### config.mk
export PLATFORM = sky130hd
export DESIGN_NAME = nv_core_host_flat
export DESIGN_NICKNAME = d
export VERILOG_FILES = /design/src/nv_pkg.sv /design/src/nv_io_if.sv /design/src/nv_core_host.sv /design/src/flat_wrapper.sv
export VERILOG_INCLUDE_DIRS = /design/src /design/src/src
export SDC_FILE = /design/constraint.sdc
export NUM_CORES = 1
export LEC_CHECK = 0
export BUFFER_PORTS_ARGS = -buffer_cell sky130_fd_sc_hd__buf_4
export CAP_MARGIN = 20
export CORE_MARGIN = 1.5
export CORE_UTILIZATION = 50
export CTS_BUF_LIST = sky130_fd_sc_hd__clkbuf_4 sky130_fd_sc_hd__clkbuf_8
export DETAILED_ROUTE_END_ITERATION = 10
export PLACE_DENSITY = 0.78
export SKIP_LAST_GASP = 1
export SLEW_MARGIN = 25
export SYNTH_ARGS = -nofsm -noshare
export SYNTH_HDL_FRONTEND = slang
export SYNTH_SLANG_ARGS = --single-unit
export TNS_END_PERCENT = 5
### constraint.sdc
create_clock -name pclk -period 2.55 [get_ports pclk]
set_input_delay 0.255 -clock pclk [delete_from_list [all_inputs] [get_ports pclk]]
set_output_delay 0.255 -clock pclk [all_outputs]
set_load 0.01 [all_outputs]
### src/nv_map.svh
`ifndef NV_MAP_SVH
`define NV_MAP_SVH
// ==========================================================
// Core-side I/O offsets of the nonvolatile access registers.
`define NV_CTRL_OFS    6'h1F
`define NV_VALUE_OFS   6'h20
`define NV_IDX_LO_OFS  6'h21
`define NV_IDX_HI_OFS  6'h22
// Control register bit positions.
`define NV_RD_BIT      0
`define NV_WBUSY_BIT   1
`define NV_ARM_BIT     2
`define NV_RIE_BIT     3
// Geometry and reset values.
`define NV_DEPTH       512
`define NV_IDX_W       9
`define NV_IDX_RST     9'h000
`define NV_VALUE_RST   8'h00
// Timing counts in core clocks.
`define NV_RD_STALL    3'h4
`define NV_WR_STALL    3'h2
`define NV_ARM_CYCLES  3'h4
// Self-timed write length in oscillator cycles, and its typical time.
`define NV_WR_OSC_CYC  27072
`define NV_WR_TIME_US  3300
// Host APB register offsets.
`define H_CMD_OFS      8'h00
`define H_ADDR_OFS     8'h04
`define H_WDATA_OFS    8'h08
`define H_STAT_OFS     8'h0C
`define H_CFG_OFS      8'h10
`define H_CMD_RD_BIT   0
`define H_CMD_WR_BIT   1
`define H_CFG_GIE_BIT  0
`define H_CFG_RIE_BIT  1
`define H_CFG_SLP_BIT  2
`endif

### src/nv_pkg.sv
`default_nettype none
package nv_pkg;
  // ========================================================
  // Shared types.
  typedef logic [5:0] io_addr_t;
  typedef logic [7:0] byte_t;
  typedef logic [8:0] index_t;
  typedef enum logic [3:0] {
    H_IDLE, H_POLL, H_PCAP, H_SPM, H_ILO, H_IHI, H_DATA,
    H_ARM, H_GO, H_RSTB, H_HOLD, H_RVAL, H_RCAP
  } host_state_t;
endpackage : nv_pkg
`default_nettype wire

### src/nv_io_if.sv
`timescale 1ns/1ps
`default_nettype none
// ==========================================================
// Core I/O link between the processor end and the nonvolatile end.
interface nv_io_if (
  input wire logic pclk  // Shared core clock.
);
  import nv_pkg::*;
  io_addr_t io_addr;     // I/O register offset.
  logic     io_wr;       // One-cycle register write.
  logic     io_rd;       // One-cycle register read.
  byte_t    io_wdata;    // Write data.
  byte_t    io_rdata;    // Read data, valid the cycle after io_rd.
  logic     stall;       // Core must not issue while high.
  logic     irq;         // Ready interrupt level.
  logic     global_ie;   // Global interrupt enable of the core.
  logic     spm_busy;    // Flash self-programming in progress.
  logic     sleep_pd;    // Core is in power-down sleep.
  logic     pd_blocked;  // Timing clock keeps running in sleep.
  modport dev (input io_addr, io_wr, io_rd, io_wdata, global_ie,
               spm_busy, sleep_pd,
               output io_rdata, stall, irq, pd_blocked);
  modport core (output io_addr, io_wr, io_rd, io_wdata, global_ie,
                spm_busy, sleep_pd,
                input io_rdata, stall, irq, pd_blocked);
endinterface : nv_io_if
`default_nettype wire

### src/nv_core_host.sv
// The APB interface to the registers and the register addresses were left to the implementer.
`timescale 1ns/1ps
`default_nettype none
`include "nv_map.svh"
// ==========================================================
// Processor-side sequencer driven by APB command registers.
module nv_core_host (
  input  wire logic        pclk,      // Core clock.
  input  wire logic        presetn,   // Reset, active low.
  input  wire logic        psel,      // APB select.
  input  wire logic        penable,   // APB enable.
  input  wire logic        pwrite,    // APB direction.
  input  wire logic [7:0]  paddr,     // APB byte address.
  input  wire logic [31:0] pwdata,    // APB write data.
  output logic      [31:0] prdata,    // APB read data.
  output logic             pready,    // APB ready.
  output logic             pslverr,   // APB error, unmapped.
  input  wire logic        spm_in,    // Flash self-programming busy.
  output logic             irq_out,   // Ready interrupt seen.
  nv_io_if.core            io         // Link to the device.
);
  import nv_pkg::*;

  host_state_t st_ff;
  logic        is_wr_ff;
  logic        busy_seen_ff;
  logic        cmd_busy_ff;
  index_t      addr_ff;
  byte_t       wdata_ff;
  byte_t       rdata_ff;
  logic [2:0]  cfg_ff;
  logic        rdy_ff;
  logic        err_ff;
  logic [31:0] prd_ff;
  logic        io_wr_ff;
  logic        io_rd_ff;
  io_addr_t    io_addr_ff;
  byte_t       io_wd_ff;
  logic        gie_ff;
  logic        spm_ff;
  logic        slp_ff;
  logic        irq_ff;
  logic        acc;
  logic        mapped;

  assign prdata      = prd_ff;
  assign pready      = rdy_ff;
  assign pslverr     = err_ff;
  assign irq_out     = irq_ff;
  assign io.io_wr    = io_wr_ff;
  assign io.io_rd    = io_rd_ff;
  assign io.io_addr  = io_addr_ff;
  assign io.io_wdata = io_wd_ff;
  assign io.global_ie = gie_ff;
  assign io.spm_busy = spm_ff;
  assign io.sleep_pd = slp_ff;

  // ========================================================
  // APB slave: one wait-free access cycle, error on holes.
  assign acc    = psel && penable && rdy_ff;
  assign mapped = paddr inside {`H_CMD_OFS, `H_ADDR_OFS, `H_WDATA_OFS,
                                `H_STAT_OFS, `H_CFG_OFS};

  // Answers each setup cycle with ready in the access cycle.
  always_ff @(posedge pclk or negedge presetn) begin
    if (!presetn) begin
      rdy_ff <= 1'b0;
      err_ff <= 1'b0;
      prd_ff <= 32'h0000_0000;
    end else begin
      rdy_ff <= psel && !penable;
      err_ff <= psel && !penable && !mapped;
      if (psel && !penable && !pwrite) begin
        unique case (paddr)
          `H_ADDR_OFS:  prd_ff <= {23'h0, addr_ff};
          `H_WDATA_OFS: prd_ff <= {24'h0, wdata_ff};
          `H_STAT_OFS:  prd_ff <= {16'h0, rdata_ff, 4'h0, io.pd_blocked,
                                   slp_ff, busy_seen_ff, cmd_busy_ff};
          `H_CFG_OFS:   prd_ff <= {29'h0, cfg_ff};
          default:      prd_ff <= 32'h0000_0000;
        endcase
      end
    end
  end

  // Holds software settings; ignored while a command runs.
  always_ff @(posedge pclk or negedge presetn) begin
    if (!presetn) begin
      addr_ff  <= `NV_IDX_RST;
      wdata_ff <= `NV_VALUE_RST;
      cfg_ff   <= 3'h0;
    end else if (acc && pwrite && !cmd_busy_ff) begin
      if (paddr == `H_ADDR_OFS)  addr_ff  <= pwdata[8:0];
      if (paddr == `H_WDATA_OFS) wdata_ff <= pwdata[7:0];
      if (paddr == `H_CFG_OFS)   cfg_ff   <= pwdata[2:0];
    end
  end

  // ========================================================
  // Access sequencer.
  always_ff @(posedge pclk or negedge presetn) begin
    if (!presetn) begin
      st_ff        <= H_IDLE;
      is_wr_ff     <= 1'b0;
      cmd_busy_ff  <= 1'b0;
      busy_seen_ff <= 1'b0;
      rdata_ff     <= 8'h00;
      io_wr_ff     <= 1'b0;
      io_rd_ff     <= 1'b0;
      io_addr_ff   <= 6'h00;
      io_wd_ff     <= 8'h00;
    end else begin
      io_wr_ff <= 1'b0;
      io_rd_ff <= 1'b0;
      unique case (st_ff)
        H_IDLE: begin
          if (acc && pwrite && paddr == `H_CMD_OFS
              && (pwdata[`H_CMD_RD_BIT] || pwdata[`H_CMD_WR_BIT])) begin
            is_wr_ff    <= pwdata[`H_CMD_WR_BIT];
            cmd_busy_ff <= 1'b1;
            st_ff       <= H_POLL;
          end
        end
        H_POLL: begin
          io_rd_ff   <= 1'b1;
          io_addr_ff <= `NV_CTRL_OFS;
          st_ff      <= H_PCAP;
        end
        H_PCAP: begin
          // The edge that takes the read is skipped; data stands after it.
          if (!io_rd_ff) begin
            busy_seen_ff <= io.io_rdata[`NV_WBUSY_BIT];
            if (io.io_rdata[`NV_WBUSY_BIT]) begin
              st_ff <= H_POLL;
            end else begin
              st_ff <= is_wr_ff ? H_SPM : H_ILO;
            end
          end
        end
        H_SPM: begin
          if (!spm_ff) st_ff <= H_ILO;
        end
        H_ILO: begin
          io_wr_ff   <= 1'b1;
          io_addr_ff <= `NV_IDX_LO_OFS;
          io_wd_ff   <= addr_ff[7:0];
          st_ff      <= H_IHI;
        end
        H_IHI: begin
          io_wr_ff   <= 1'b1;
          io_addr_ff <= `NV_IDX_HI_OFS;
          io_wd_ff   <= {7'h00, addr_ff[8]};
          st_ff      <= is_wr_ff ? H_DATA : H_RSTB;
        end
        H_DATA: begin
          io_wr_ff   <= 1'b1;
          io_addr_ff <= `NV_VALUE_OFS;
          io_wd_ff   <= wdata_ff;
          st_ff      <= H_ARM;
        end
        H_ARM: begin
          io_wr_ff   <= 1'b1;
          io_addr_ff <= `NV_CTRL_OFS;
          io_wd_ff   <= 8'(1 << `NV_ARM_BIT)
                        | {4'h0, cfg_ff[`H_CFG_RIE_BIT], 3'h0};
          st_ff      <= H_GO;
        end
        H_GO: begin
          io_wr_ff   <= 1'b1;
          io_wd_ff   <= 8'(1 << `NV_WBUSY_BIT)
                        | {4'h0, cfg_ff[`H_CFG_RIE_BIT], 3'h0};
          st_ff      <= H_HOLD;
        end
        H_RSTB: begin
          io_wr_ff   <= 1'b1;
          io_addr_ff <= `NV_CTRL_OFS;
          io_wd_ff   <= 8'(1 << `NV_RD_BIT)
                        | {4'h0, cfg_ff[`H_CFG_RIE_BIT], 3'h0};
          st_ff      <= H_HOLD;
        end
        H_HOLD: begin
          // Skips the edge that takes the strobe, then waits out its stall.
          if (!io_wr_ff && !io.stall) begin
            busy_seen_ff <= is_wr_ff;
            cmd_busy_ff  <= !is_wr_ff;
            st_ff        <= is_wr_ff ? H_IDLE : H_RVAL;
          end
        end
        H_RVAL: begin
          io_rd_ff   <= 1'b1;
          io_addr_ff <= `NV_VALUE_OFS;
          st_ff      <= H_RCAP;
        end
        H_RCAP: begin
          if (!io_rd_ff) begin
            rdata_ff    <= io.io_rdata;
            cmd_busy_ff <= 1'b0;
            st_ff       <= H_IDLE;
          end
        end
      endcase
    end
  end

  // ========================================================
  // Interrupt gating, flash-busy pass-through and sleep entry.
  always_ff @(posedge pclk or negedge presetn) begin
    if (!presetn) begin
      gie_ff <= 1'b0;
      spm_ff <= 1'b0;
      slp_ff <= 1'b0;
      irq_ff <= 1'b0;
    end else begin
      gie_ff <= cfg_ff[`H_CFG_GIE_BIT] && !cmd_busy_ff;
      spm_ff <= spm_in;
      irq_ff <= io.irq;
      // Sleep only after a poll has shown the write finished.
      slp_ff <= cfg_ff[`H_CFG_SLP_BIT] && !cmd_busy_ff
                && (slp_ff || !busy_seen_ff);
    end
  end
endmodule : nv_core_host
`default_nettype wire

### src/flat_wrapper.sv
// flat-port wrapper written by rule: the top's interface ports become plain ports
module nv_core_host_flat import nv_pkg::*;
  (pclk, presetn, psel, penable, pwrite, paddr, pwdata, prdata, pready, pslverr, spm_in, irq_out, io_io_addr, io_io_wr, io_io_rd, io_io_wdata, io_global_ie, io_spm_busy, io_sleep_pd, io_io_rdata, io_stall, io_irq, io_pd_blocked);
  nv_io_if io_i (.pclk(pclk));
  input  wire logic pclk;
  input  wire logic presetn;
  input  wire logic psel;
  input  wire logic penable;
  input  wire logic pwrite;
  input  wire logic [7:0] paddr;
  input  wire logic [31:0] pwdata;
  output logic      [31:0] prdata;
  output logic pready;
  output logic pslverr;
  input  wire logic spm_in;
  output logic irq_out;
  output wire logic [$bits(io_i.io_addr)-1:0] io_io_addr;
  output wire logic [$bits(io_i.io_wr)-1:0] io_io_wr;
  output wire logic [$bits(io_i.io_rd)-1:0] io_io_rd;
  output wire logic [$bits(io_i.io_wdata)-1:0] io_io_wdata;
  output wire logic [$bits(io_i.global_ie)-1:0] io_global_ie;
  output wire logic [$bits(io_i.spm_busy)-1:0] io_spm_busy;
  output wire logic [$bits(io_i.sleep_pd)-1:0] io_sleep_pd;
  input wire logic [$bits(io_i.io_rdata)-1:0] io_io_rdata;
  input wire logic [$bits(io_i.stall)-1:0] io_stall;
  input wire logic [$bits(io_i.irq)-1:0] io_irq;
  input wire logic [$bits(io_i.pd_blocked)-1:0] io_pd_blocked;
  assign io_io_addr = io_i.io_addr;
  assign io_io_wr = io_i.io_wr;
  assign io_io_rd = io_i.io_rd;
  assign io_io_wdata = io_i.io_wdata;
  assign io_global_ie = io_i.global_ie;
  assign io_spm_busy = io_i.spm_busy;
  assign io_sleep_pd = io_i.sleep_pd;
  assign io_i.io_rdata = io_io_rdata;
  assign io_i.stall = io_stall;
  assign io_i.irq = io_irq;
  assign io_i.pd_blocked = io_pd_blocked;
  nv_core_host u_core (.pclk(pclk), .presetn(presetn), .psel(psel), .penable(penable), .pwrite(pwrite), .paddr(paddr), .pwdata(pwdata), .prdata(prdata), .pready(pready), .pslverr(pslverr), .spm_in(spm_in), .irq_out(irq_out), .io(io_i));
endmodule
# Yosys cells after proc, flatten, opt, wreduce, memory -nomap -nowiden
# Index checks and enable logic that the tools add are counted.
# classes
bitwise,1
n_mux,22
eq_ne,21
n_reduce_logical,43
# op_table
op,count
$pmux W16 S4,1
$pmux W4 S12,1
$pmux W8 S6,1
$mux W4,8
$pmux W6 S4,1
$eq A4 B4 Y1 const B,5
$eq A4 B3 Y1 const B,4
$eq A8 B4 Y1 const B,2
$logic_and A1 B1 Y1,13
$reduce_and A2 Y1,5
$eq A4 B2 Y1 const B,2
$eq A8 B3 Y1 const B,1
$eq A8 B5 Y1 const B,1
$logic_not A1 Y1,8
$logic_not A8 Y1,1
$mux W1,7
$ne A2 B2 Y1 const B,3
$reduce_bool A6 Y1,1
$reduce_or A2 Y1,3
$reduce_or A6 Y1,1
$reduce_and A5 Y1,1
$reduce_bool A5 Y1,1
$eq A4 B1 Y1 const B,1
$logic_not A4 Y1,1
12 further kinds,14
# totals
input_bits,57
regBits,89
output_inout_bits,54
word_cells,106

# Depth between registers and ports, before layout
# depth
depth_word,7
ltp_mapped,7
depth_no_buf,6

# Worst setup path before layout
# OpenSTA, ideal clock, no wires.
# synth_path
path_type,input-to-reg
from,input port paddr[7]
to,register u_core.addr_ff[0]
arrival_time_ns,1.972
setup_time_ns,0.125
t_required_ns,2.425
stages,6
path_buffers,1
setup_slack_ns,0.453
path_cell_list,or4_4 nor3_4 nand2_1 or4_1 buf_6 mux2_4
# synth_between
elab_chain_len,2
# synth_rtl
item,line,rtl
from (decl),flat_wrapper.sv:10,input wire logic [7:0] paddr;
$eq A8 B3 Y1,-,
$reduce_and A2 Y1 (no source line),-,
to (signal assigned),nv_core_host.sv:89,addr_ff <= `NV_IDX_RST;
to (signal assigned),nv_core_host.sv:93,if (paddr == `H_ADDR_OFS) addr_ff <= pwdata[8:0];
to (decl),nv_core_host.sv:28,index_t addr_ff;
# No other way between the ends.
# A chain may end at the register's enable or synchronous reset.

# Final worst setup path
# layout_path
from,input port paddr[7]
to,register u_core.addr_ff[4]
# The elaborated chain is that of the path after synthesis.

==> impl_metrics.py <==
metrics = {
    "clock_tree": {
        "cts_tree": "done",
        "clk_path_buf_depth": 2,
        "cts_inserted_buffers": 9,
        "root_buffer": "clkbuf_8",
        "clk-insertion-delay-late_ns": 0.35,
        "ctsHtreeMaxLevel": 3,
        "clk_pin_slew_ns": 0.08,
        "post_cts_resized": 0,
        "cts.sink_count": 71,
    },
    "worst_setup_path": {
        "crit_type": "in2reg",
        "arrival_ns": 2.22,
        "endpoint_kind": "register",
        "required_ns": 2.78,
        "crit_path_max_fanout": 9,
        "start_kind": "input port",
    },
    "die": {
        "die-area_um2": 7570,
        "dieHeight_um": 87.0,
        "dieWidth_um": 87.0,
        "core_um2": 6790,
        "row_count": 30,
        "io_pins": 111,
        "initial_core_util_pct": 51.9,
    },
    "detailed_routing": {
        "postRouteWirelength_um": 8140,
        "ant_nets": 0,
        "wl_per_cell_um": 16.0,
        "drc_errors": 0,
        "vias": 2837,
        "drtIter0Drc": 335,
        "vias_per_cell": 5.58,
        "drt_first_pass_iters": 5,
    },
    "synthesis": {
        "synth_mux_area_share_pct": 12.0,
        "synth-xor-area-share_pct": 0.248,
        "synth_seq_cells": 71,
        "syn-cell-area_um2": 3530,
        "ys_seq_area_share_pct": 50.4,
        "synth.distinct_cells": 46,
        "syn_inst": 337,
        "synth_top_area_cell": "dfrtp_1",
        "synth.top_cell.area_share_pct": 50.4,
        "ys.flop_type": "dfrtp_1",
        "synthAdderAreaFrac_pct": 0,
        "synth-warning-count": 0,
        "avgSynthCellArea_um2": 10.5,
        "yosys.area_share.simple_pct": 13.3,
        "ys_top_cells_by_area": "dfrtp_1 50%, mux2_2 7.0%, a22o_1 4.0%",
        "async_flop_share_pct": 100,
        "synth_top_family_by_area": "compound AO/OA/AOI/OAI gates",
        "synth_compound_area_share_pct": 16.8,
        "synth-edff-count": 0,
    },
    "placement": {
        "gp_congestion": 0.883,
        "io_buffers": 71,
        "hpwl_um": 5750,
        "placedCellCount": 491,
    },
    "timing": {
        "finalCriticalPeriod_ns": 1.99,
        "tns_ns": 0,
        "rsz0062_at_grt": "no",
        "hold_violations": 0,
        "slew_violations": 0,
        "hold_ws_ns": 0.00773,
        "max_freq_mhz": 502,
        "finalSetupViolations": 0,
        "relSlewSlack_pct": 41.4,
        "clock_skew_ns": 0.0106,
        "worst_slew_pin_slew_ns": 0.879,
        "fin_crit_sh_pct": 78.0,
    },
    "grt": {
        "antenna_found_initial": 0,
        "overflow": 0,
        "grt_pass1_vias": 2739,
        "grt_pass1_wl_um": 13400,
        "grt_max_degree": 72,
        "track_usage_pct": 23.1,
    },
    "final_layout": {
        "finalNetCount": 464,
        "fin_util_pct": 63.8,
        "drive_gt1_share_pct": 32.0,
        "diodes": 0,
        "area_growth_pct": 22.8,
        "stdcell_count": 508,
    },
    "flow_run": {
        "cap_violations": 0,
    },
    "hold_path": {
        "holdCritPathClass": "in2async",
    },
    "power": {
        "ir_drop_uv": 617,
        "power.density_nw_per_um2": 922,
        "power.leakage_nw": 2.09,
    },
    "outcome": {
        "status": "finished clean",
    },
}
## final cells by class
| type | instances | area (um2) |
|---|---|---|
| fill | 553 | 2460 |
| sequential | 71 | 1780 |
| multi-input combinational | 234 | 1560 |
| timing repair buffer | 82 | 618 |
| clock buffer | 9 | 124 |
| tap | 96 | 120 |
| clock inverter | 7 | 105 |
| inverter | 9 | 33.8 |
## state kept, by name, indices dropped and copies added (netlist names), 3 cells and up
signal and count:
u_core.prdata 16, u_core.io.io_wdata 8, u_core.rdata_ff 8, u_core.cfg_ff 3, u_core.st_ff 4, u_core.addr_ff 9
u_core.wdata_ff 8, u_core.io.io_addr 4
## power breakdown
part           switching (W)  total (W)  internal [W]
combinational       0.000782    0.00142      0.000636
sequential          0.000211    0.00155       0.00134
clock               0.000460    0.00102      0.000564
## critical path, cell delays in order
cell and delay, ns:
buf_4 0.11, or4_4 0.54, nor3_4 0.21, nand2_1 0.10, or4_1 0.48, buf_4 0.21
mux2_4 0.31
## path summary, 6_finish.rpt
path | from | endpoint | cells past startpoint | slack [ns]
max in group asynchronous | presetn | u_core.rdata_ff[1] | 1 | 1.95
worst max-delay path | paddr[7] | u_core.addr_ff[4] | 7 | 0.56
min in group pclk | spm_in | u_core.io.spm_busy | 1 | 0.01
worst min-delay path | presetn | u_core.io.io_addr[5] | 1 | 0.008
worst min register to register | u_core.prdata[3] | u_core.prdata[3] | 2 | 0.49
worst max register to register | u_core.st_ff[3] | u_core.st_ff[3] | 6 | 0.59
## cells in the final DEF (no fill, tap or decap), types with 2 or more instances in the layout
master / instances
buf_4: 81
dfrtp_1: 71
nand2_1: 31
nor2_1: 31
a21oi_1: 22
mux2_2: 22
a22o_1: 16
conb_1: 16
o21ai_0: 12
inv_1: 9
mux2_4: 9
clkbuf_8: 9
a221oi_1: 7
nand3_1: 6
nor2b_1: 6
nor3_1: 5
o31ai_1: 5
mux2i_1: 4
o211ai_1: 4
a22oi_1: 4
nand2b_1: 3
nand4_1: 3
o221ai_1: 3
and4_1: 2
a21o_1: 2
a211oi_1: 2
and3_1: 2
o22ai_1: 2
clkinv_4: 2
bufinv_16: 2
## layer usage
| layer | global-route usage, % | share of wire (%) |
|---|---|---|
| met5 | 0 | 0 |
| met4 | 11.3 | 2.3 |
| met3 | 4.55 | 6.3 |
| met2 | 36.6 | 50 |
| met1 | 30.5 | 42 |
## through the flow
step                      power, W  setup slack, ns  area [um2]
after floorplan            0.00251            0.453        3580
after global placement     0.00292            0.224        4090
after detailed placement   0.00298            0.212        4090
after CTS                  0.00400            0.567        4320
after global routing       0.00426            0.424        4330
final                      0.00399            0.560        4330
## cell families (layout without fill, tap and decap cells)
group                  count (synthesis)  after routing
AO/OA/AOI/OAI                         85             85
XOR/XNOR                               1              1
buffers and inverters                 47            107
flip-flops                            71             71
multiplexers                          35             35
other                                  1             16
AND/OR/NAND/NOR                       97             97
## cells in the mapped netlist, types with 2 or more instances
cell and count:
nand4_1 3, mux2_4 9, buf_4 18, nor2_1 31
inv_1 9, a21o_1 2, o211ai_1 4, nor3_1 5
mux2i_1 4, and3_1 2, buf_1 4, nand3_1 6
a22o_1 16, nor2b_1 6, o221ai_1 3, nand2b_1 3
a22oi_1 4, clkbuf_1 14, o21ai_0 12, a221oi_1 7
mux2_2 22, dfrtp_1 71, a21oi_1 22, nand2_1 31
o22ai_1 2, a211oi_1 2, o31ai_1 5, and4_1 2
## what timing repair did
| action | CTS | global route |
|---|---|---|
| buffers inserted | 0 | 0 |
| endpoints found under the hold margin | 0 | 1 |
| hold buffers | 0 | 1 |
(Power assumes the default switching activity.)
